===== src/hdl/imups_pkg.sv =====
// constants, field layouts and types of the imu power-mode sequencer
//
// Notes on behaviour
// - With the fifo on and any sensor running, temperature samples are pushed too unless temperature is disabled.
// - In accelerometer-only low-noise mode the first sample after wake from sleep comes after 1 ms, whatever the rate.
// - In accelerometer low-power mode a new sample-rate divider applies after at most one sample at the old rate.
// - Leaving a low-power mode for low-noise may give unsettled samples; the host should pick the widest filter.
// - Going from gyro duty-cycled mode to gyro standby with the accelerometer off also turns the temperature sensor off.
// - After the duty-cycle bit is set the gyro moves from low-noise to low-power within one output-rate period.
// - If duty-cycle is already set at gyro turn-on, the first sample is low-noise and may be unsettled; discard it.
// - With auto-select the master clock is the gyro clock while the gyro is on, else the oscillator when awake.
// - When the gyro turns off and the part stays awake, the master clock hands over to the oscillator in about 20 us.
// - Sleep is entered only by writing the sleep bit to 1, never as a side effect of other settings.
// - With sleep clear but all six axis-disable bits set, both sensors power down and the master clock keeps running.
// - The fifo stays usable in every power mode, low-power modes included, with no special host action.
package imups_pkg;

  // ----------------------------------------------------------------
  // clock and timing
  // ----------------------------------------------------------------
  localparam int CLOCK_HZ          = 20_000_000;
  localparam int CLK_SWITCH_US     = 20;
  localparam int CLK_SWITCH_CYCLES = (CLK_SWITCH_US * (CLOCK_HZ / 1_000_000) > 0) ?
                                     CLK_SWITCH_US * (CLOCK_HZ / 1_000_000) : 1;
  localparam int WAKE_DELAY_US     = 1000;
  localparam int WAKE_DELAY_CYCLES = WAKE_DELAY_US * (CLOCK_HZ / 1_000_000);
  localparam int BASE_RATE_HZ      = 1000;
  localparam int BASE_RATE_CYCLES  = CLOCK_HZ / BASE_RATE_HZ;
  localparam int COUNT_W           = 16;
  localparam int SWITCH_W          = 9;

  // ----------------------------------------------------------------
  // register map (byte addresses on apb)
  // ----------------------------------------------------------------
  localparam int ADDR_W = 12;
  localparam logic [ADDR_W-1:0] ADDR_POWER_ONE   = 12'h000;
  localparam logic [ADDR_W-1:0] ADDR_POWER_TWO   = 12'h004;
  localparam logic [ADDR_W-1:0] ADDR_RATE_DIV    = 12'h008;
  localparam logic [ADDR_W-1:0] ADDR_FIFO_CTRL   = 12'h00C;
  localparam logic [ADDR_W-1:0] ADDR_STATUS      = 12'h010;

  localparam logic [2:0] CLKSEL_AUTO   = 3'h1;
  localparam logic [2:0] AXES_ALL_OFF  = 3'h7;

  // power_control_one: [0] sleep, [3:1] clock_source_select, [4] temperature disable
  typedef struct packed {
    logic       temp_disable;
    logic [2:0] clock_source_select;
    logic       sleep;
  } imups_power_one_type;
  localparam int POWER_ONE_W = 5;
  localparam logic [POWER_ONE_W-1:0] POWER_ONE_RESET = 5'h01;

  // power_control_two: [2:0] accel axis disable, [5:3] gyro axis disable, [6] duty, [7] standby, [8] accel lp
  typedef struct packed {
    logic       accel_low_power;
    logic       gyro_standby;
    logic       gyro_duty_cycle;
    logic [2:0] gyro_axis_disable;
    logic [2:0] accel_axis_disable;
  } imups_power_two_type;
  localparam int POWER_TWO_W = 9;
  localparam logic [POWER_TWO_W-1:0] POWER_TWO_RESET = 9'h000;

  localparam logic [7:0] RATE_DIV_RESET = 8'h00;

  // status: one bit each
  typedef struct packed {
    logic wake_wait;
    logic unsettled_pending;
    logic accel_on;
    logic gyro_low_power;
    logic gyro_on;
    logic temp_on;
    logic clock_switching;
    logic clock_is_gyro;
    logic sleeping;
  } imups_status_type;
  localparam int STATUS_W = 9;

  // fifo push strobes for one sample event
  typedef struct packed {
    logic temp;
    logic gyro;
    logic accel;
  } imups_push_type;

  // ----------------------------------------------------------------
  // gyroscope mode states
  // ----------------------------------------------------------------
  typedef enum logic [4:0] {
    GYRO_OFF        = 5'b00001,
    GYRO_LOW_NOISE  = 5'b00010,
    GYRO_SWITCH_LP  = 5'b00100,
    GYRO_LOW_POWER  = 5'b01000,
    GYRO_STANDBY    = 5'b10000
  } imups_gyro_state_type;

endpackage : imups_pkg


===== src/hdl/imups_odr_timer.sv =====
// output-data-rate pacing: base-rate divider with a sample-rate divider latched per sample
`timescale 1ns/1ns
module imups_odr_timer
  import imups_pkg::*;
#(
  parameter int BASE_CYCLES = BASE_RATE_CYCLES
)
(
  input  wire logic       clock_i,
  input  wire logic       arst_n_i,
  input  wire logic       run_i,
  input  wire logic       restart_i,
  input  wire logic [7:0] divider_i,
  output logic            sample_tick_o
);

  logic [COUNT_W-1:0] base_cnt;
  logic [7:0]         div_cnt;
  logic [7:0]         div_active;
  logic               base_tick;
  logic               sample_hit;

  assign base_tick  = (base_cnt == COUNT_W'(BASE_CYCLES - 1));
  assign sample_hit = base_tick && (div_cnt == div_active);

  always_ff @(posedge clock_i or negedge arst_n_i)
  begin
    if (!arst_n_i)
      base_cnt <= '0;
    else if (!run_i || restart_i || base_tick)
      base_cnt <= '0;
    else
      base_cnt <= base_cnt + COUNT_W'(1);
  end

  // divider is taken at a sample boundary, at a restart or while stopped, so a new value waits out the running period
  always_ff @(posedge clock_i or negedge arst_n_i)
  begin
    if (!arst_n_i)
    begin
      div_cnt    <= '0;
      div_active <= RATE_DIV_RESET;
    end
    else if (!run_i || restart_i || sample_hit)
    begin
      div_cnt    <= '0;
      div_active <= divider_i;
    end
    else if (base_tick)
      div_cnt <= div_cnt + 8'h01;
  end

  always_ff @(posedge clock_i or negedge arst_n_i)
  begin
    if (!arst_n_i)
      sample_tick_o <= 1'b0;
    else
      sample_tick_o <= run_i && !restart_i && sample_hit;
  end

endmodule : imups_odr_timer


===== src/hdl/imups_sequencer.sv =====
// imu power-mode and clock-source sequencer with apb register slave
//
// The implementer's own choices: the register addresses and the APB interface to the registers.
`timescale 1ns/1ns
module imups_sequencer
  import imups_pkg::*;
#(
  parameter int BASE_CYCLES = BASE_RATE_CYCLES,
  parameter int WAKE_CYCLES = WAKE_DELAY_CYCLES
)
(
  input  wire logic              clock_i,
  input  wire logic              arst_n_i,
  input  wire logic              psel_i,
  input  wire logic              penable_i,
  input  wire logic              pwrite_i,
  input  wire logic [ADDR_W-1:0] paddr_i,
  input  wire logic [31:0]       pwdata_i,
  output logic [31:0]            prdata_o,
  output logic                   pready_o,
  output logic                   pslverr_o,
  output logic                   gyro_power_o,
  output logic                   accel_power_o,
  output logic                   temp_power_o,
  output logic                   osc_enable_o,
  output logic                   master_clock_gyro_o,
  output logic                   clock_switching_o,
  output logic                   sample_strobe_o,
  output imups_push_type         fifo_push_o,
  output logic                   sample_unsettled_o
);

  // ----------------------------------------------------------------
  // registers and apb slave
  // ----------------------------------------------------------------
  imups_power_one_type  power_control_one;
  imups_power_two_type  power_control_two;
  logic [7:0]           sample_rate_divider;
  logic                 fifo_enable;
  imups_status_type     status;
  logic                 setup_phase;
  logic                 access_write;
  logic                 addr_bad;
  logic [31:0]          next_prdata;
  logic                 next_addr_bad;

  assign setup_phase  = psel_i && !penable_i;
  assign access_write = psel_i && penable_i && pwrite_i;
  assign pready_o     = 1'b1;
  assign pslverr_o    = psel_i && penable_i && addr_bad;

  always_comb
  begin
    next_prdata   = 32'h0000_0000;
    next_addr_bad = 1'b0;
    if (paddr_i == ADDR_POWER_ONE)
      next_prdata = {{(32-POWER_ONE_W){1'b0}}, power_control_one};
    else if (paddr_i == ADDR_POWER_TWO)
      next_prdata = {{(32-POWER_TWO_W){1'b0}}, power_control_two};
    else if (paddr_i == ADDR_RATE_DIV)
      next_prdata = {24'h00_0000, sample_rate_divider};
    else if (paddr_i == ADDR_FIFO_CTRL)
      next_prdata = {31'h0000_0000, fifo_enable};
    else if (paddr_i == ADDR_STATUS)
      next_prdata = {{(32-STATUS_W){1'b0}}, status};
    else
      next_addr_bad = 1'b1;
  end

  // read data is captured in the setup cycle so the access phase needs no wait state
  always_ff @(posedge clock_i or negedge arst_n_i)
  begin
    if (!arst_n_i)
    begin
      prdata_o <= 32'h0000_0000;
      addr_bad <= 1'b0;
    end
    else if (setup_phase)
    begin
      prdata_o <= pwrite_i ? 32'h0000_0000 : next_prdata;
      addr_bad <= next_addr_bad;
    end
  end

  // sleep changes only through this write path
  always_ff @(posedge clock_i or negedge arst_n_i)
  begin
    if (!arst_n_i)
    begin
      power_control_one   <= POWER_ONE_RESET;
      power_control_two   <= POWER_TWO_RESET;
      sample_rate_divider <= RATE_DIV_RESET;
      fifo_enable         <= 1'b0;
    end
    else if (access_write && !addr_bad)
    begin
      if (paddr_i == ADDR_POWER_ONE)
        power_control_one <= imups_power_one_type'(pwdata_i[POWER_ONE_W-1:0]);
      else if (paddr_i == ADDR_POWER_TWO)
        power_control_two <= imups_power_two_type'(pwdata_i[POWER_TWO_W-1:0]);
      else if (paddr_i == ADDR_RATE_DIV)
        sample_rate_divider <= pwdata_i[7:0];
      else if (paddr_i == ADDR_FIFO_CTRL)
        fifo_enable <= pwdata_i[0];
    end
  end

  // ----------------------------------------------------------------
  // derived power requests
  // ----------------------------------------------------------------
  logic sleep;
  logic gyro_axes_on;
  logic accel_on;
  logic gyro_off_cond;
  logic sleep_q;
  logic wake;

  assign sleep         = power_control_one.sleep;
  assign gyro_axes_on  = (power_control_two.gyro_axis_disable != AXES_ALL_OFF);
  assign accel_on      = !sleep && (power_control_two.accel_axis_disable != AXES_ALL_OFF);
  // standby with every axis off is treated as gyro off
  assign gyro_off_cond = sleep || !gyro_axes_on;
  assign wake          = sleep_q && !sleep;

  always_ff @(posedge clock_i or negedge arst_n_i)
  begin
    if (!arst_n_i)
      sleep_q <= 1'b1;
    else
      sleep_q <= sleep;
  end

  // ----------------------------------------------------------------
  // sample pacing
  // ----------------------------------------------------------------
  logic               sample_tick;
  logic               accel_wait;
  logic [COUNT_W-1:0] wake_cnt;
  logic               wake_done;
  logic               sample_evt;

  imups_odr_timer #(
    .BASE_CYCLES (BASE_CYCLES)
  ) u_odr_timer (
    .clock_i       (clock_i),
    .arst_n_i      (arst_n_i),
    .run_i         (!sleep),
    .restart_i     (wake_done),
    .divider_i     (sample_rate_divider),
    .sample_tick_o (sample_tick)
  );

  assign wake_done  = accel_wait && (wake_cnt == COUNT_W'(WAKE_CYCLES - 1));
  assign sample_evt = (sample_tick && !accel_wait) || wake_done;

  // accel-only low-noise wake: first sample after a fixed delay, the rate timer restarts from it
  always_ff @(posedge clock_i or negedge arst_n_i)
  begin
    if (!arst_n_i)
    begin
      accel_wait <= 1'b0;
      wake_cnt   <= '0;
    end
    else if (sleep || wake_done)
    begin
      accel_wait <= 1'b0;
      wake_cnt   <= '0;
    end
    else if (wake && accel_on && !power_control_two.accel_low_power && !gyro_axes_on)
    begin
      accel_wait <= 1'b1;
      wake_cnt   <= '0;
    end
    else if (accel_wait)
      wake_cnt <= wake_cnt + COUNT_W'(1);
  end

  // ----------------------------------------------------------------
  // gyroscope mode machine
  // ----------------------------------------------------------------
  imups_gyro_state_type gyro_state;
  imups_gyro_state_type next_gyro_state;
  logic                 first_pending;
  logic                 lp_recent;
  logic                 temp_kill;
  logic                 gyro_unsettled;
  logic                 accel_unsettled;
  logic                 accel_lp_q;
  logic                 gyro_sampling;
  logic                 enter_standby_from_lp;

  always_comb
  begin
    next_gyro_state = gyro_state;
    case (gyro_state)
      GYRO_OFF:
        if (!gyro_off_cond)
          next_gyro_state = GYRO_LOW_NOISE;
      GYRO_LOW_NOISE:
        if (gyro_off_cond)
          next_gyro_state = GYRO_OFF;
        else if (power_control_two.gyro_standby)
          next_gyro_state = GYRO_STANDBY;
        else if (power_control_two.gyro_duty_cycle && !first_pending)
          next_gyro_state = GYRO_SWITCH_LP;
      GYRO_SWITCH_LP:
        if (gyro_off_cond)
          next_gyro_state = GYRO_OFF;
        else if (power_control_two.gyro_standby)
          next_gyro_state = GYRO_STANDBY;
        else if (!power_control_two.gyro_duty_cycle)
          next_gyro_state = GYRO_LOW_NOISE;
        else if (sample_tick)
          next_gyro_state = GYRO_LOW_POWER;
      GYRO_LOW_POWER:
        if (gyro_off_cond)
          next_gyro_state = GYRO_OFF;
        else if (power_control_two.gyro_standby)
          next_gyro_state = GYRO_STANDBY;
        else if (!power_control_two.gyro_duty_cycle)
          next_gyro_state = GYRO_LOW_NOISE;
      GYRO_STANDBY:
        if (gyro_off_cond)
          next_gyro_state = GYRO_OFF;
        else if (!power_control_two.gyro_standby)
          next_gyro_state = power_control_two.gyro_duty_cycle ? GYRO_SWITCH_LP : GYRO_LOW_NOISE;
      default:
        next_gyro_state = GYRO_OFF;
    endcase
  end

  always_ff @(posedge clock_i or negedge arst_n_i)
  begin
    if (!arst_n_i)
      gyro_state <= GYRO_OFF;
    else
      gyro_state <= next_gyro_state;
  end

  assign gyro_sampling = (gyro_state == GYRO_LOW_NOISE) || (gyro_state == GYRO_SWITCH_LP) ||
                         (gyro_state == GYRO_LOW_POWER);
  // leaving duty-cycle less than one rate period ago still counts as coming from low power
  assign enter_standby_from_lp = (next_gyro_state == GYRO_STANDBY) && (gyro_state != GYRO_STANDBY) &&
                                 ((gyro_state == GYRO_LOW_POWER) || lp_recent);

  always_ff @(posedge clock_i or negedge arst_n_i)
  begin
    if (!arst_n_i)
    begin
      first_pending <= 1'b0;
      lp_recent     <= 1'b0;
    end
    else
    begin
      if (sample_tick || gyro_off_cond)
        first_pending <= 1'b0;
      if (sample_tick || gyro_off_cond)
        lp_recent <= 1'b0;
      if (gyro_state == GYRO_OFF && next_gyro_state == GYRO_LOW_NOISE)
        first_pending <= 1'b1;
      if (gyro_state == GYRO_LOW_POWER && next_gyro_state == GYRO_LOW_NOISE)
        lp_recent <= 1'b1;
    end
  end

  always_ff @(posedge clock_i or negedge arst_n_i)
  begin
    if (!arst_n_i)
      temp_kill <= 1'b0;
    else if (enter_standby_from_lp && !accel_on)
      temp_kill <= 1'b1;
    else if (gyro_state != GYRO_STANDBY || accel_on)
      temp_kill <= 1'b0;
  end

  // unsettled markers: a set in the same cycle as the sample that clears them wins
  always_ff @(posedge clock_i or negedge arst_n_i)
  begin
    if (!arst_n_i)
    begin
      gyro_unsettled  <= 1'b0;
      accel_unsettled <= 1'b0;
      accel_lp_q      <= 1'b0;
    end
    else
    begin
      accel_lp_q <= power_control_two.accel_low_power;
      if (sample_evt || !gyro_sampling)
        gyro_unsettled <= 1'b0;
      if (sample_evt || !accel_on)
        accel_unsettled <= 1'b0;
      if (gyro_state == GYRO_OFF && next_gyro_state == GYRO_LOW_NOISE && power_control_two.gyro_duty_cycle)
        gyro_unsettled <= 1'b1;
      if (gyro_state == GYRO_LOW_POWER && next_gyro_state == GYRO_LOW_NOISE)
        gyro_unsettled <= 1'b1;
      if (accel_lp_q && !power_control_two.accel_low_power && accel_on)
        accel_unsettled <= 1'b1;
    end
  end

  // ----------------------------------------------------------------
  // master clock selection
  // ----------------------------------------------------------------
  logic                gyro_clk_target;
  logic [SWITCH_W-1:0] switch_cnt;
  logic                switch_done;

  assign gyro_clk_target = (power_control_one.clock_source_select == CLKSEL_AUTO) &&
                           (gyro_state != GYRO_OFF);
  assign switch_done     = clock_switching_o && (switch_cnt == SWITCH_W'(CLK_SWITCH_CYCLES - 1));

  always_ff @(posedge clock_i or negedge arst_n_i)
  begin
    if (!arst_n_i)
    begin
      master_clock_gyro_o <= 1'b0;
      clock_switching_o   <= 1'b0;
      switch_cnt          <= '0;
    end
    else if (sleep)
    begin
      master_clock_gyro_o <= 1'b0;
      clock_switching_o   <= 1'b0;
      switch_cnt          <= '0;
    end
    else if (master_clock_gyro_o && !gyro_clk_target)
    begin
      // gyro clock stays selected until the oscillator has taken over
      clock_switching_o <= !switch_done;
      switch_cnt        <= clock_switching_o ? switch_cnt + SWITCH_W'(1) : '0;
      if (switch_done)
        master_clock_gyro_o <= 1'b0;
    end
    else
    begin
      master_clock_gyro_o <= gyro_clk_target;
      clock_switching_o   <= 1'b0;
      switch_cnt          <= '0;
    end
  end

  assign osc_enable_o = !sleep && (!master_clock_gyro_o || clock_switching_o);

  // ----------------------------------------------------------------
  // power enables, fifo pushes and status
  // ----------------------------------------------------------------
  logic temp_on;

  assign temp_on = (accel_on || gyro_state != GYRO_OFF) && !power_control_one.temp_disable && !temp_kill;

  always_ff @(posedge clock_i or negedge arst_n_i)
  begin
    if (!arst_n_i)
    begin
      gyro_power_o  <= 1'b0;
      accel_power_o <= 1'b0;
      temp_power_o  <= 1'b0;
    end
    else
    begin
      gyro_power_o  <= (gyro_state != GYRO_OFF);
      accel_power_o <= accel_on;
      temp_power_o  <= temp_on;
    end
  end

  // no power-mode gating on the fifo path
  always_ff @(posedge clock_i or negedge arst_n_i)
  begin
    if (!arst_n_i)
    begin
      sample_strobe_o    <= 1'b0;
      fifo_push_o        <= '0;
      sample_unsettled_o <= 1'b0;
    end
    else
    begin
      sample_strobe_o    <= sample_evt;
      fifo_push_o.accel  <= fifo_enable && accel_on && sample_evt;
      fifo_push_o.gyro   <= fifo_enable && gyro_sampling && sample_tick && !accel_wait;
      fifo_push_o.temp   <= fifo_enable && temp_on && (accel_on || gyro_sampling) && sample_evt;
      sample_unsettled_o <= sample_evt && ((gyro_unsettled && gyro_sampling) || (accel_unsettled && accel_on));
    end
  end

  assign status.sleeping          = sleep;
  assign status.clock_is_gyro     = master_clock_gyro_o;
  assign status.clock_switching   = clock_switching_o;
  assign status.temp_on           = temp_on;
  assign status.gyro_on           = (gyro_state != GYRO_OFF);
  assign status.gyro_low_power    = (gyro_state == GYRO_LOW_POWER);
  assign status.accel_on          = accel_on;
  assign status.unsettled_pending = gyro_unsettled || accel_unsettled;
  assign status.wake_wait         = accel_wait;

endmodule : imups_sequencer


===== config.mk =====
export PLATFORM = sky130hd
export DESIGN_NAME = imups_sequencer
export DESIGN_NICKNAME = d
export VERILOG_FILES = /design/src/hdl/imups_pkg.sv /design/src/hdl/imups_odr_timer.sv /design/src/hdl/imups_sequencer.sv
export SDC_FILE = /design/constraint.sdc
export NUM_CORES = 1
export LEC_CHECK = 0
export BUFFER_PORTS_ARGS = -buffer_cell sky130_fd_sc_hd__buf_2
export CORE_MARGIN = 3
export CORE_UTILIZATION = 35
export CTS_BUF_LIST = sky130_fd_sc_hd__clkbuf_16
export DETAILED_ROUTE_END_ITERATION = 6
export PLACE_DENSITY_LB_ADDON = 0.12
export SLEW_MARGIN = 30
export SYNTH_ARGS = -nofsm -noshare
export SYNTH_HDL_FRONTEND = slang
export SYNTH_SLANG_ARGS = --single-unit

===== constraint.sdc =====
create_clock -name clock_i -period 3.5 [get_ports clock_i]
set_input_delay 0.35 -clock clock_i [delete_from_list [all_inputs] [get_ports clock_i]]
set_output_delay 0.35 -clock clock_i [all_outputs]
set_load 0.05 [all_outputs]

-- After elaboration in Yosys (flattened, before gate mapping)
Index checks and enable logic that the tools add are counted.
Widths: inputs -> output; s select.
- add/sub/neg operators: 4
- eq/ne operators: 21
- muxes and demuxes: 52
- bitwise gates (word level): 3
- reduce and logical (&&, ||, !) cells: 86
- operators by type and width (cell ; number):
    $mux 32 ; 3
    $mux 5 ; 13
    $mux 16 ; 4
    $mux 9 ; 6
    $logic_and 1x1->1 ; 41
    $add 16x1->16 const B ; 2
    $eq 16x15->1 const B ; 2
    $pmux 5 s5 ; 1
    $eq 12x4->1 const B ; 2
    $mux 1 ; 22
    $logic_or 1x1->1 ; 17
    $mux 8 ; 2
    $logic_not 1->1 ; 15
    $eq 12x3->1 const B ; 1
    $eq 12x5->1 const B ; 1
    $logic_not 12->1 ; 1
    $reduce_bool 2->1 ; 6
    $eq 5x2->1 const B ; 2
    $eq 5x5->1 const B ; 2
    $add 9x1->9 const B ; 1
    $eq 9x9->1 const B ; 1
    $ne 3x3->1 const B ; 3
    $add 8x1->8 const B ; 1
    $eq 8x8->1 ; 1
    other kinds (13) ; 16
- flip-flop bits (word level): 137
- bits of input ports: 49
- output and inout bits: 45
- word-level logic and storage cells: 203

-- Depth between registers and ports, before layout
Gate-level depths: netlist (run 1).
- depth in word-level cells: 11
- mapped depth: 8
- depth with buffers taken out: 7

-- Hierarchy
From an unflattened synthesis (run 1), not the netlist that was laid out.
- cells, all modules: 598
- area total of the unflattened synthesis: 6088.3 um2
- by module, submodules not included (module ; times used ; cells an instance ; area each (um2) ; sequential area each (um2)):
    imups_sequencer ; 1 ; 435 ; 4359.2 ; 2030.7
    imups_odr_timer ; 1 ; 163 ; 1729.2 ; 825.8

-- Worst setup path before layout (run 1)
Ideal clock, no wire load.
- path type: reg2reg
- start: reg wake_cnt[5]
- end: reg u_odr_timer.div_active[3]
- setup time: 0.125 ns
- arrival: 2.179 ns
- data required time: 3.375 ns
- slack: 1.195 ns
- stages on the path, launching flop included: 8
- buffers on the path: 2
- period minus slack after synthesis: 2.305 ns
- cell sequence: dfrtp_1 > or4b_4 > nor4_4 > or2_1 > buf_4 > o21bai_4 > buf_8 > mux2_4
- longest elaborated chain between the ends: 4
- RTL lines (what ; RTL line ; source):
    start, declared ; imups_sequencer.sv:138 ; logic [COUNT_W-1:0] wake_cnt;
    start signal, assigned ; imups_sequencer.sv:175 ; wake_cnt <= wake_cnt + COUNT_W'(1);
    $eq 16x15->1 ; imups_sequencer.sv:153 ; assign wake_done = accel_wait && (wake_cnt == COUNT_W'(WAKE_CYCLES - 1));
    $logic_and 1x1->1 ; imups_sequencer.sv:153 ;
    $logic_or 1x1->1 (2 in a row) ; imups_odr_timer.sv:44 ; else if (!run_i || restart_i || sample_hit)
    end signal, assigned ; imups_odr_timer.sv:47 ; div_active <= divider_i;
    end, declared ; imups_odr_timer.sv:19 ; logic [7:0] div_active;
Every way passes these cells.
A chain may end at the register's enable or synchronous reset.

-- Worst setup path after layout (run 1)
- start: reg wake_cnt[5]
- end: reg u_odr_timer.div_active[2]
Same word-level chain as after synthesis.

==> flow_summary.yaml, run 1 <==
global_routing:
  grt.total_usage_pct: 15.4
  overflow: 0
  grt_pass1_wl_um: 21900
  first_global_vias: 4189
  grt_max_degree: 63
  antenna_found_initial: 0
placement:
  routabilityCongestion: 0.782
  hpwl_um: 9290
  port_buffers: 46
critical_path:
  r2r_start: "wake_cnt[5]"
  crit_required_ns: 3.79
  critPathMaxFanout: 13
  end_kind: "flop"
  reg2reg_depth: 6
  crit_start: "wake_cnt[5]"
  start_kind: "flop"
  path_class: "flop to flop"
  crit_arrival_ns: 2.81
power_and_ir_drop:
  vdd_drop_max_mv: 0.333
  p_per_area_nw_per_um2: 481
  totalPowerFinal_mw: 3.21
  p_leak_nw: 3.03
routing:
  drt_iter0_markers: 232
  drt-vias-per-instance: 5.11
  drc: 0
  avgRoutedWirePerCell_um: 15.7
  vias: 4245
  routed_wirelength_um: 13000
  ant_nets: 0
  dr.pass1.iters: 4
outcome:
  status: "complete, but fails checks"
  violations: "hold timing"
cells_and_area:
  nets: 660
  syn_to_final_growth_pct: 17.3
  n_antenna_cell: 0
  layout-drive-gt1-share_pct: 20.2
logic_synthesis:
  ys_seq_elements: 114
  syn_avg_cell_area_um2: 10.3
  synth_edf_count: 0
  synth_top_area_share_pct: 48.8
  netlist_area_um2: 5690
  post-synth-top-area-cell: "dfrtp_1"
  synth_sequential_area_ratio_pct: 50.2
  netlist_top_cells_area: "dfrtp_1, mux2_2, xor2_1"
  ys_types: 64
  synthFlopType: "dfrtp_1"
  syn_inst: 555
  yosys_warnings: 0
  synthArstFlopShare_pct: 100
clock_tree:
  clk_pin_slew_ns: 0.05
  clk_latency_ns: 0.41
  cts_buffers: 17
  cts_root_buf: "clkbuf_16"
  cts_sinks: 114
  cts.path.max_buffers: 2
  cts_max_level: 4
  cts_setup_buffers: 0
  cts_tree: "done"
  cts_resized: 0
  hold_buffers: 0
timing:
  skew_ns: 0.00901
  setup-tns-final_ns: 0
  timing.final.crit_share_pct: 72.1
  finalSetupViolCount: 0
  drv_slew: 0
  fmax_ghz: 0.396
  min_period_ns: 2.52
  tightestPinTransition_ns: 0.865
  hold_viol: 11
  hold_ws_ns: -0.0122
  maxSlewHeadroom_pct: 41.8
  rsz0062_at_grt: "no"
die:
  fp.dieH_um: 134
  start_util_pct: 36.6
  pin_count: 94
  die-area_um2: 17800
  die_w_um: 134
  fp-row-count: 45
  design.core.area_um2: 15500
job:
  max_cap_violations: 0
worst_hold_path:
  hold_class: "input port to asynchronous set/reset pin"
-- registers in the layout (all words and copies together), names as in the netlist, 3 cells and up --
name and cells:
u_odr_timer.div_active 8, u_odr_timer.base_cnt 16, u_odr_timer.div_cnt 8, wake_cnt 16, prdata_o 9, power_control_two 9, sample_rate_divider 8, power_control_one 4
switch_cnt 9, fifo_push_o 3, gyro_state 5
-- through the flow --
step / setup slack (ns) / hold slack (ns) / cells / cell area [um^2] / util, %
3_3_place_gp: 0.992 / 0.438 / 799 / 6070 / 39.1
5_1_grt: 0.855 / 0.0345 / 831 / 6680 / 43.0
6_report: 0.978 / -0.0122 / 831 / 6680 / 43.0
4_1_cts: 0.968 / 0.00459 / 831 / 6670 / 42.9
3_5_place_dp: 0.982 / 0.449 / 799 / 6070 / 39.1
2_1_floorplan: 1.20 / 0.0544 / 577 / 5770 / -
-- layer usage --
layer  GRT usage (%)  routed length [um]  up-vias
met1            22.2                6480     2105
met5               0                   0        -
met2            22.6                5810       89
met4            5.60                 168        0
li1                -                   -     2037
met3            3.81                 572       14
-- worst paths after layout --
kind                       slack (ns)                   endpoint
setup / recovery                 0.98  u_odr_timer.div_active[2]
hold / removal                  -0.01              switch_cnt[5]
setup reg to reg                 0.98  u_odr_timer.div_active[2]
hold reg to reg                  0.46              switch_cnt[0]
max in group asynchronous        2.69                    sleep_q
min in group clock_i             0.18       power_control_two[8]
-- synth_stat cells, types with 4 or more instances --
master,number
or3_1,11
a31oi_1,7
nand3_1,22
xnor2_1,9
nor2b_1,7
ha_1,4
xor2_1,29
mux2_4,5
inv_1,11
clkbuf_1,13
nor3_1,17
nand2b_1,8
nand2_1,43
nor2_1,56
dfrtp_1,111
nor4_1,9
a21oi_1,22
o21ai_0,21
or2_2,4
and4_1,4
a22oi_1,6
mux2_2,25
buf_4,25
o31ai_1,4
nand4_1,12
nor4b_1,4
and3_1,8
-- power breakdown --
part	total (mW)	switching, mW	internal [mW]
Combinational	0.126	0.106	0.0192
Sequential	1.32	0.00122	1.32
Clock	1.76	0.593	1.17
Total	3.21	0.700	2.51
-- critical path, stage by stage (launching register included) --
cell      delay [ns]
dfrtp_1         0.43
or4b_4          0.57
nor4_4          0.27
buf_4           0.21
or2_1           0.24
o21bai_4        0.30
mux2_2          0.39
-- layout make-up --
cell class / instances / area [um^2]
fill: 1539 / 8860
sequential: 114 / 2860
multi-input combinational: 410 / 2620
clock buffer: 17 / 425
timing repair buffer: 53 / 298
tap: 211 / 264
clock inverter: 15 / 175
inverter: 11 / 41.3
-- kinds of logic after synthesis --
family | Yosys count | synth area share (%)
fa+ha+maj | 4 | 0.879
xor+xnor | 38 | 5.85
buf+inv | 53 | 5.41
other cells | 2 | 0.132
simple gates | 224 | 20.7
compound gates | 88 | 10.2
mux | 32 | 6.62
flops | 114 | 50.2
-- layout by cell type, fill, tap and decap left out, types with 17 or more instances in the layout --
cell       netlist  final
nor2_1          56     56
o21ai_0         21     21
clkbuf_16        0     17
mux2_2          25     25
xor2_1          29     29
buf_2            2     45
a21oi_1         22     22
nand2_1         43     43
nand3_1         22     22
dfrtp_1        111    111
conb_1           2     24
Power figures use the tool's default switching activity.
==> run 2, diff against run 1 <==
Clock period 3.5 ns to 2.4 ns, I/O delays scaled along.
==> run 2 against run 1 <==
The flow now finishes without violations. Flip-flop and latch count stayed put. Combinational power is 51% higher. Critical endpoint is now u_odr_timer.div_active[1]. Via count is 2.1% higher. Clock power is 68% higher. Fmax is 10% higher. Critical path type unchanged. Register-to-register slack worse by 0.86 ns. Global-route usage is 0.36 points higher. Critical path depth is 1 lower. Clock skew is 0.0016 ns lower. Routed wire length is 2.7% higher. Largest power group unchanged.
==> flow_summary.yaml, run 2 (synthesis gave the netlist of run 1 again) <==
timing:
  setup-tns-final_ns: 0
  maxSlewHeadroom_pct: 53.5
  min_period_ns: 2.28
  hold_viol: 0
  tightestPinTransition_ns: 0.690
  skew_ns: 0.00740
  fmax_ghz: 0.438
  drv_slew: 0
  timing.final.crit_share_pct: 95.2
  finalSetupViolCount: 0
  rsz0062_at_grt: "no"
critical_path:
  end_kind: "flop"
  crit_arrival_ns: 2.58
  r2r_setup_slack_ns: 0.12
  crit_required_ns: 2.70
  critPathMaxFanout: 13
  slowest_delay_ns: 0.59
  path_cells: "or4_1, nor4_4, or2_1, o21bai_4, mux2_2"
  start_kind: "flop"
  reg2reg_depth: 5
  r2r_start: "wake_cnt[6]"
  slowest_stage: "or4_1"
  path_class: "flop to flop"
  rr_endpoint: "u_odr_timer.div_active[1]"
routing:
  avgRoutedWirePerCell_um: 15.7
  routed_wirelength_um: 13400
  drt-vias-per-instance: 5.09
  drt_iter0_markers: 213
  drc: 0
  dr.pass1.iters: 6
  vias: 4335
  ant_nets: 0
cells_and_area:
  n_antenna_cell: 0
  layout_commonest_cell: "dfrtp_1"
  top_regs: "u_odr_timer.base_cnt (16), wake_cnt (16)"
  fillerInstances: 1486
  fin_util_pct: 44.5
  layout-drive-gt1-share_pct: 23.0
  syn_to_final_growth_pct: 21.5
  nets: 680
  final_cell_mix: "dfrtp_1, nor2_1, buf_2"
clock_tree:
  clk_pin_slew_ns: 0.06
  cts_sinks: 114
  cts_max_level: 4
  cts.path.max_buffers: 2
  cts_root_buf: "clkbuf_16"
  clk_latency_ns: 0.41
  cts_buffers: 17
  cts_tree: "done"
  cts_resized: 0
global_routing:
  antenna_found_initial: 0
  grt_pass1_wl_um: 22500
  grt_max_degree: 49
  overflow: 0
  grt.total_usage_pct: 15.8
  first_global_vias: 4280
power_and_ir_drop:
  p_per_area_nw_per_um2: 732
  p_leak_nw: 3.14
  vdd_drop_max_mv: 0.631
placement:
  routabilityCongestion: 0.785
  port_buffers: 46
  hpwl_um: 9800
die:
  fp-row-count: 45
  die-area_um2: 17800
  fp.dieH_um: 134
  start_util_pct: 36.6
  pin_count: 94
  die_w_um: 134
  design.core.area_um2: 15500
worst_hold_path:
  hold_class: "input port to flop"
  hold_end: "power_control_two[8]"
  hp-start: "pwdata_i[8]"
  hold_depth: 2
job:
  max_cap_violations: 0
outcome:
  status: "complete, no violations"
-- run 2: cell types whose count changed in the layout (fill, tap and decap cells not counted), moves of 2 or more --
cell        delta
clkinv_2       -3
bufinv_16      +3
buf_4         +19
inv_1          -3
clkinvlp_4     +2
-- run 2: timing repair --
action,4_1_cts,5_1_grt
hold buffers,1,0
endpoints found under the hold margin,26,0
buffers inserted,0,0
-- run 2: area by class of cell --
class,instances,area (um^2),area share [%]
clock buffers,17,425,6.15
multi-input cells,410,2620,37.8
well taps,211,264,3.82
inverters,11,41.3,0.597
clock inverters,15,263,3.80
repair buffers,73,450,6.51
flip-flops and latches,114,2860,41.3
-- run 2: worst max-delay path by stage --
| stage | from | end | slack (ns) | cells after the start |
|---|---|---|---|---|
| 6_report | wake_cnt[6] | u_odr_timer.div_active[1] | 0.12 | 5 |
| 5_1_grt | wake_cnt[6] | u_odr_timer.div_active[0] | 0.01 | 5 |
| 3_5_place_dp | wake_cnt[6] | u_odr_timer.div_active[1] | 0.10 | 5 |
| 3_3_place_gp | wake_cnt[6] | u_odr_timer.div_active[0] | 0.14 | 5 |
| 2_1_floorplan | wake_cnt[5] | u_odr_timer.div_active[3] | 0.1 | 7 |
| 4_1_cts | wake_cnt[6] | u_odr_timer.div_active[1] | 0.10 | 5 |
-- run 2: metrics by stage --
stage	setup WS, ns	hold WS (ns)	instances	power [mW]	cell area (um^2)
after global placement	0.145	0.186	818	2.15	6210
after detailed placement	0.103	0.189	818	2.15	6220
after floorplan	0.0954	-0.0556	577	2.10	5770
after global routing	0.0138	0.0587	851	5.25	6920
after CTS	0.104	0.0521	851	5.12	6920
final	0.116	0.0686	851	5.07	6920
-- run 2: per-layer routing --
metal | GRT usage, % | part of all wire (%)
met5 | 0 | 0
met4 | 4.11 | 1.0
met3 | 4.23 | 4.7
met2 | 23.6 | 45
met1 | 22.7 | 50
-- run 2: power breakdown --
part           switching [mW]  leakage (nW)  internal (mW)
clock network           0.905         0.324           2.04
registers             0.00173          1.58           1.93
logic                   0.157          1.24         0.0335
total                    1.06          3.14           4.00
-- run 2: worst max-delay path, delay by kind of cell, from the launching register on --
family / cells / cell delay [ns]
AOI/OAI and AO/OA: 1 / 0.25
muxes: 1 / 0.39
and+or+nand+nor: 3 / 1.14
DFF: 1 / 0.41
==> run 3, diff against run 2 <==
==> constraint.sdc (replaced) <==
create_clock -name clock_i -period 2.4 [get_ports clock_i]
set_input_delay 0.36 -clock clock_i [delete_from_list [all_inputs] [get_ports clock_i]]
set_output_delay 0.36 -clock clock_i [all_outputs]
set_load 0.05 [all_outputs]
==> run 3 against run 2 <==
Cell area down 0.61%. First-iteration DRC count increased by 19%. Via count rose by 0.55%. Critical path type unchanged. Clock skew up 0.0036 ns. Sequential share of layout area grew 0.26 points. Fmax fell by 0.43%. Global-route usage increased by 0.086 points. Register-to-register slack hardly changed. Routed wire length increased by 0.16%. Non-clock buffer count unchanged. Power fell by 3.8%.
==> flow_summary.yaml, run 3 (synthesis gave the netlist of run 1 again) <==
critical_path:
  crit_required_ns: 2.70
  slowest_stage: "or4_1"
  end_kind: "flop"
  path_cells: "or4_1, nor4_4, or2_1, o21bai_4, mux2_2"
  path_class: "flop to flop"
  slowest_delay_ns: 0.60
  start_kind: "flop"
  crit_arrival_ns: 2.59
  critPathMaxFanout: 13
clock_tree:
  cts.path.max_buffers: 2
  cts_root_buf: "clkbuf_16"
  cts_resized: 0
  cts_setup_buffers: 0
  hold_buffers: 1
  cts_max_level: 4
  clk_latency_ns: 0.42
  cts_buffers: 17
  cts_tree: "done"
  clk_pin_slew_ns: 0.05
  cts_sinks: 114
routing:
  drt-vias-per-instance: 5.12
  vias: 4359
  routed_wirelength_um: 13400
  ant_nets: 0
  avgRoutedWirePerCell_um: 15.8
  dr.pass1.iters: 4
  drc: 0
  drt_iter0_markers: 254
outcome:
  status: "complete, no violations"
power_and_ir_drop:
  p_int_mw: 3.79
  netSwitchingPower_mw: 1.08
  p_per_area_nw_per_um2: 709
  p_comb_share_pct: 4.0
  p_leak_nw: 3.13
  vdd_drop_max_mv: 0.484
  pwr-share-clk_pct: 56.5
  swShare_pct: 22.2
  seq_power_share_pct: 39.5
  totalPowerFinal_mw: 4.88
placement:
  routabilityCongestion: 0.808
  placed_cells: 818
  pre_cts_ws_ns: 0.106
  port_buffers: 46
  hpwl_um: 9740
cells_and_area:
  fin_util_pct: 44.2
  n_antenna_cell: 0
  layout_commonest_cell: "dfrtp_1"
  top_regs: "u_odr_timer.base_cnt (16), wake_cnt (16)"
  layout-drive-gt1-share_pct: 22.8
  stdcell_count: 851
  final_cell_mix: "dfrtp_1, nor2_1, buf_2"
  nets: 680
  syn_to_final_growth_pct: 20.8
die:
  start_util_pct: 36.6
  die-area_um2: 17800
  fp.dieH_um: 134
  pin_count: 94
  fp-row-count: 45
  design.core.area_um2: 15500
  die_w_um: 134
worst_hold_path:
  hold_class: "input port to flop"
timing:
  hold_viol: 0
  min_period_ns: 2.29
  maxSlewHeadroom_pct: 50.9
  tightestPinTransition_ns: 0.730
  rsz0062_at_grt: "no"
  fmax_ghz: 0.436
  finalSetupViolCount: 0
  drv_slew: 0
  skew_ns: 0.0110
  timing.final.crit_share_pct: 95.6
  setup-tns-final_ns: 0
  setup_ws_ns: 0.106
job:
  max_cap_violations: 0
global_routing:
  grt.total_usage_pct: 15.9
  grt_pass1_wl_um: 22400
  first_global_vias: 4293
  overflow: 0
  grt_max_degree: 40
  antenna_found_initial: 0
[run 3: cell types whose count changed in the layout (fill, tap and decap cells not counted), sizes merged]
cell / delta
bufinv: -2
inv: +2
clkinv: -1
clkinvlp: +1
[run 3: final cells by class]
type	instances	area, um^2
Clock buffer	17	425
Clock inverter	15	215
Fill cell	1477	8660
Inverter	11	41.3
Multi-Input combinational cell	410	2610
Sequential cell	114	2860
Tap cell	211	264
Timing Repair Buffer	73	463
[run 3: power groups by stage]
stage                     Sequential, mW  Clock (mW)  Combinational (mW)
after floorplan                     1.96           0               0.136
after global placement              1.96           0               0.193
after detailed placement            1.96           0               0.195
after CTS                           1.93        2.80               0.197
after global routing                1.93        2.90               0.211
final                               1.93        2.75               0.194
[run 3: path summary, 6_finish.rpt]
check                       startpoint                   endpoint  slack (ns)  cells past startpoint
hold / removal             pwdata_i[8]       power_control_two[8]        0.18                      2
hold reg to reg            prdata_o[6]                prdata_o[6]        0.47                      2
max in group asynchronous     arst_n_i                prdata_o[5]        1.27                      3
setup / recovery           wake_cnt[6]  u_odr_timer.div_active[2]        0.11                      5
setup reg to reg           wake_cnt[6]  u_odr_timer.div_active[2]        0.11                      5
min in group asynchronous     arst_n_i              switch_cnt[4]        0.48                      2
[run 3: routing by layer]
layer / wire [um] / global-route usage [%] / vias to the layer above / part of all wire (%)
li1: - / - / 2086 / -
met1: 6520 / 22.0 / 2149 / 49
met2: 5990 / 24.0 / 110 / 45
met3: 690 / 4.23 / 14 / 5.1
met4: 206 / 5.71 / 0 / 1.5
met5: 0 / 0 / - / 0
[run 3: metrics by stage]
step / hold slack, ns / instance area [um^2]
after global placement: 0.381 / 6220
after floorplan: 0.0644 / 5770
after detailed placement: 0.389 / 6220
after global routing: 0.175 / 6880
final: 0.176 / 6880
after CTS: 0.156 / 6880
[run 3: critical path: cells and delay by family (launching register included)]
| kind | cells | cell delay (ns) |
|---|---|---|
| AO/OA/AOI/OAI | 1 | 0.24 |
| flip-flops | 1 | 0.41 |
| multiplexers | 1 | 0.38 |
| AND/OR/NAND/NOR | 3 | 1.14 |
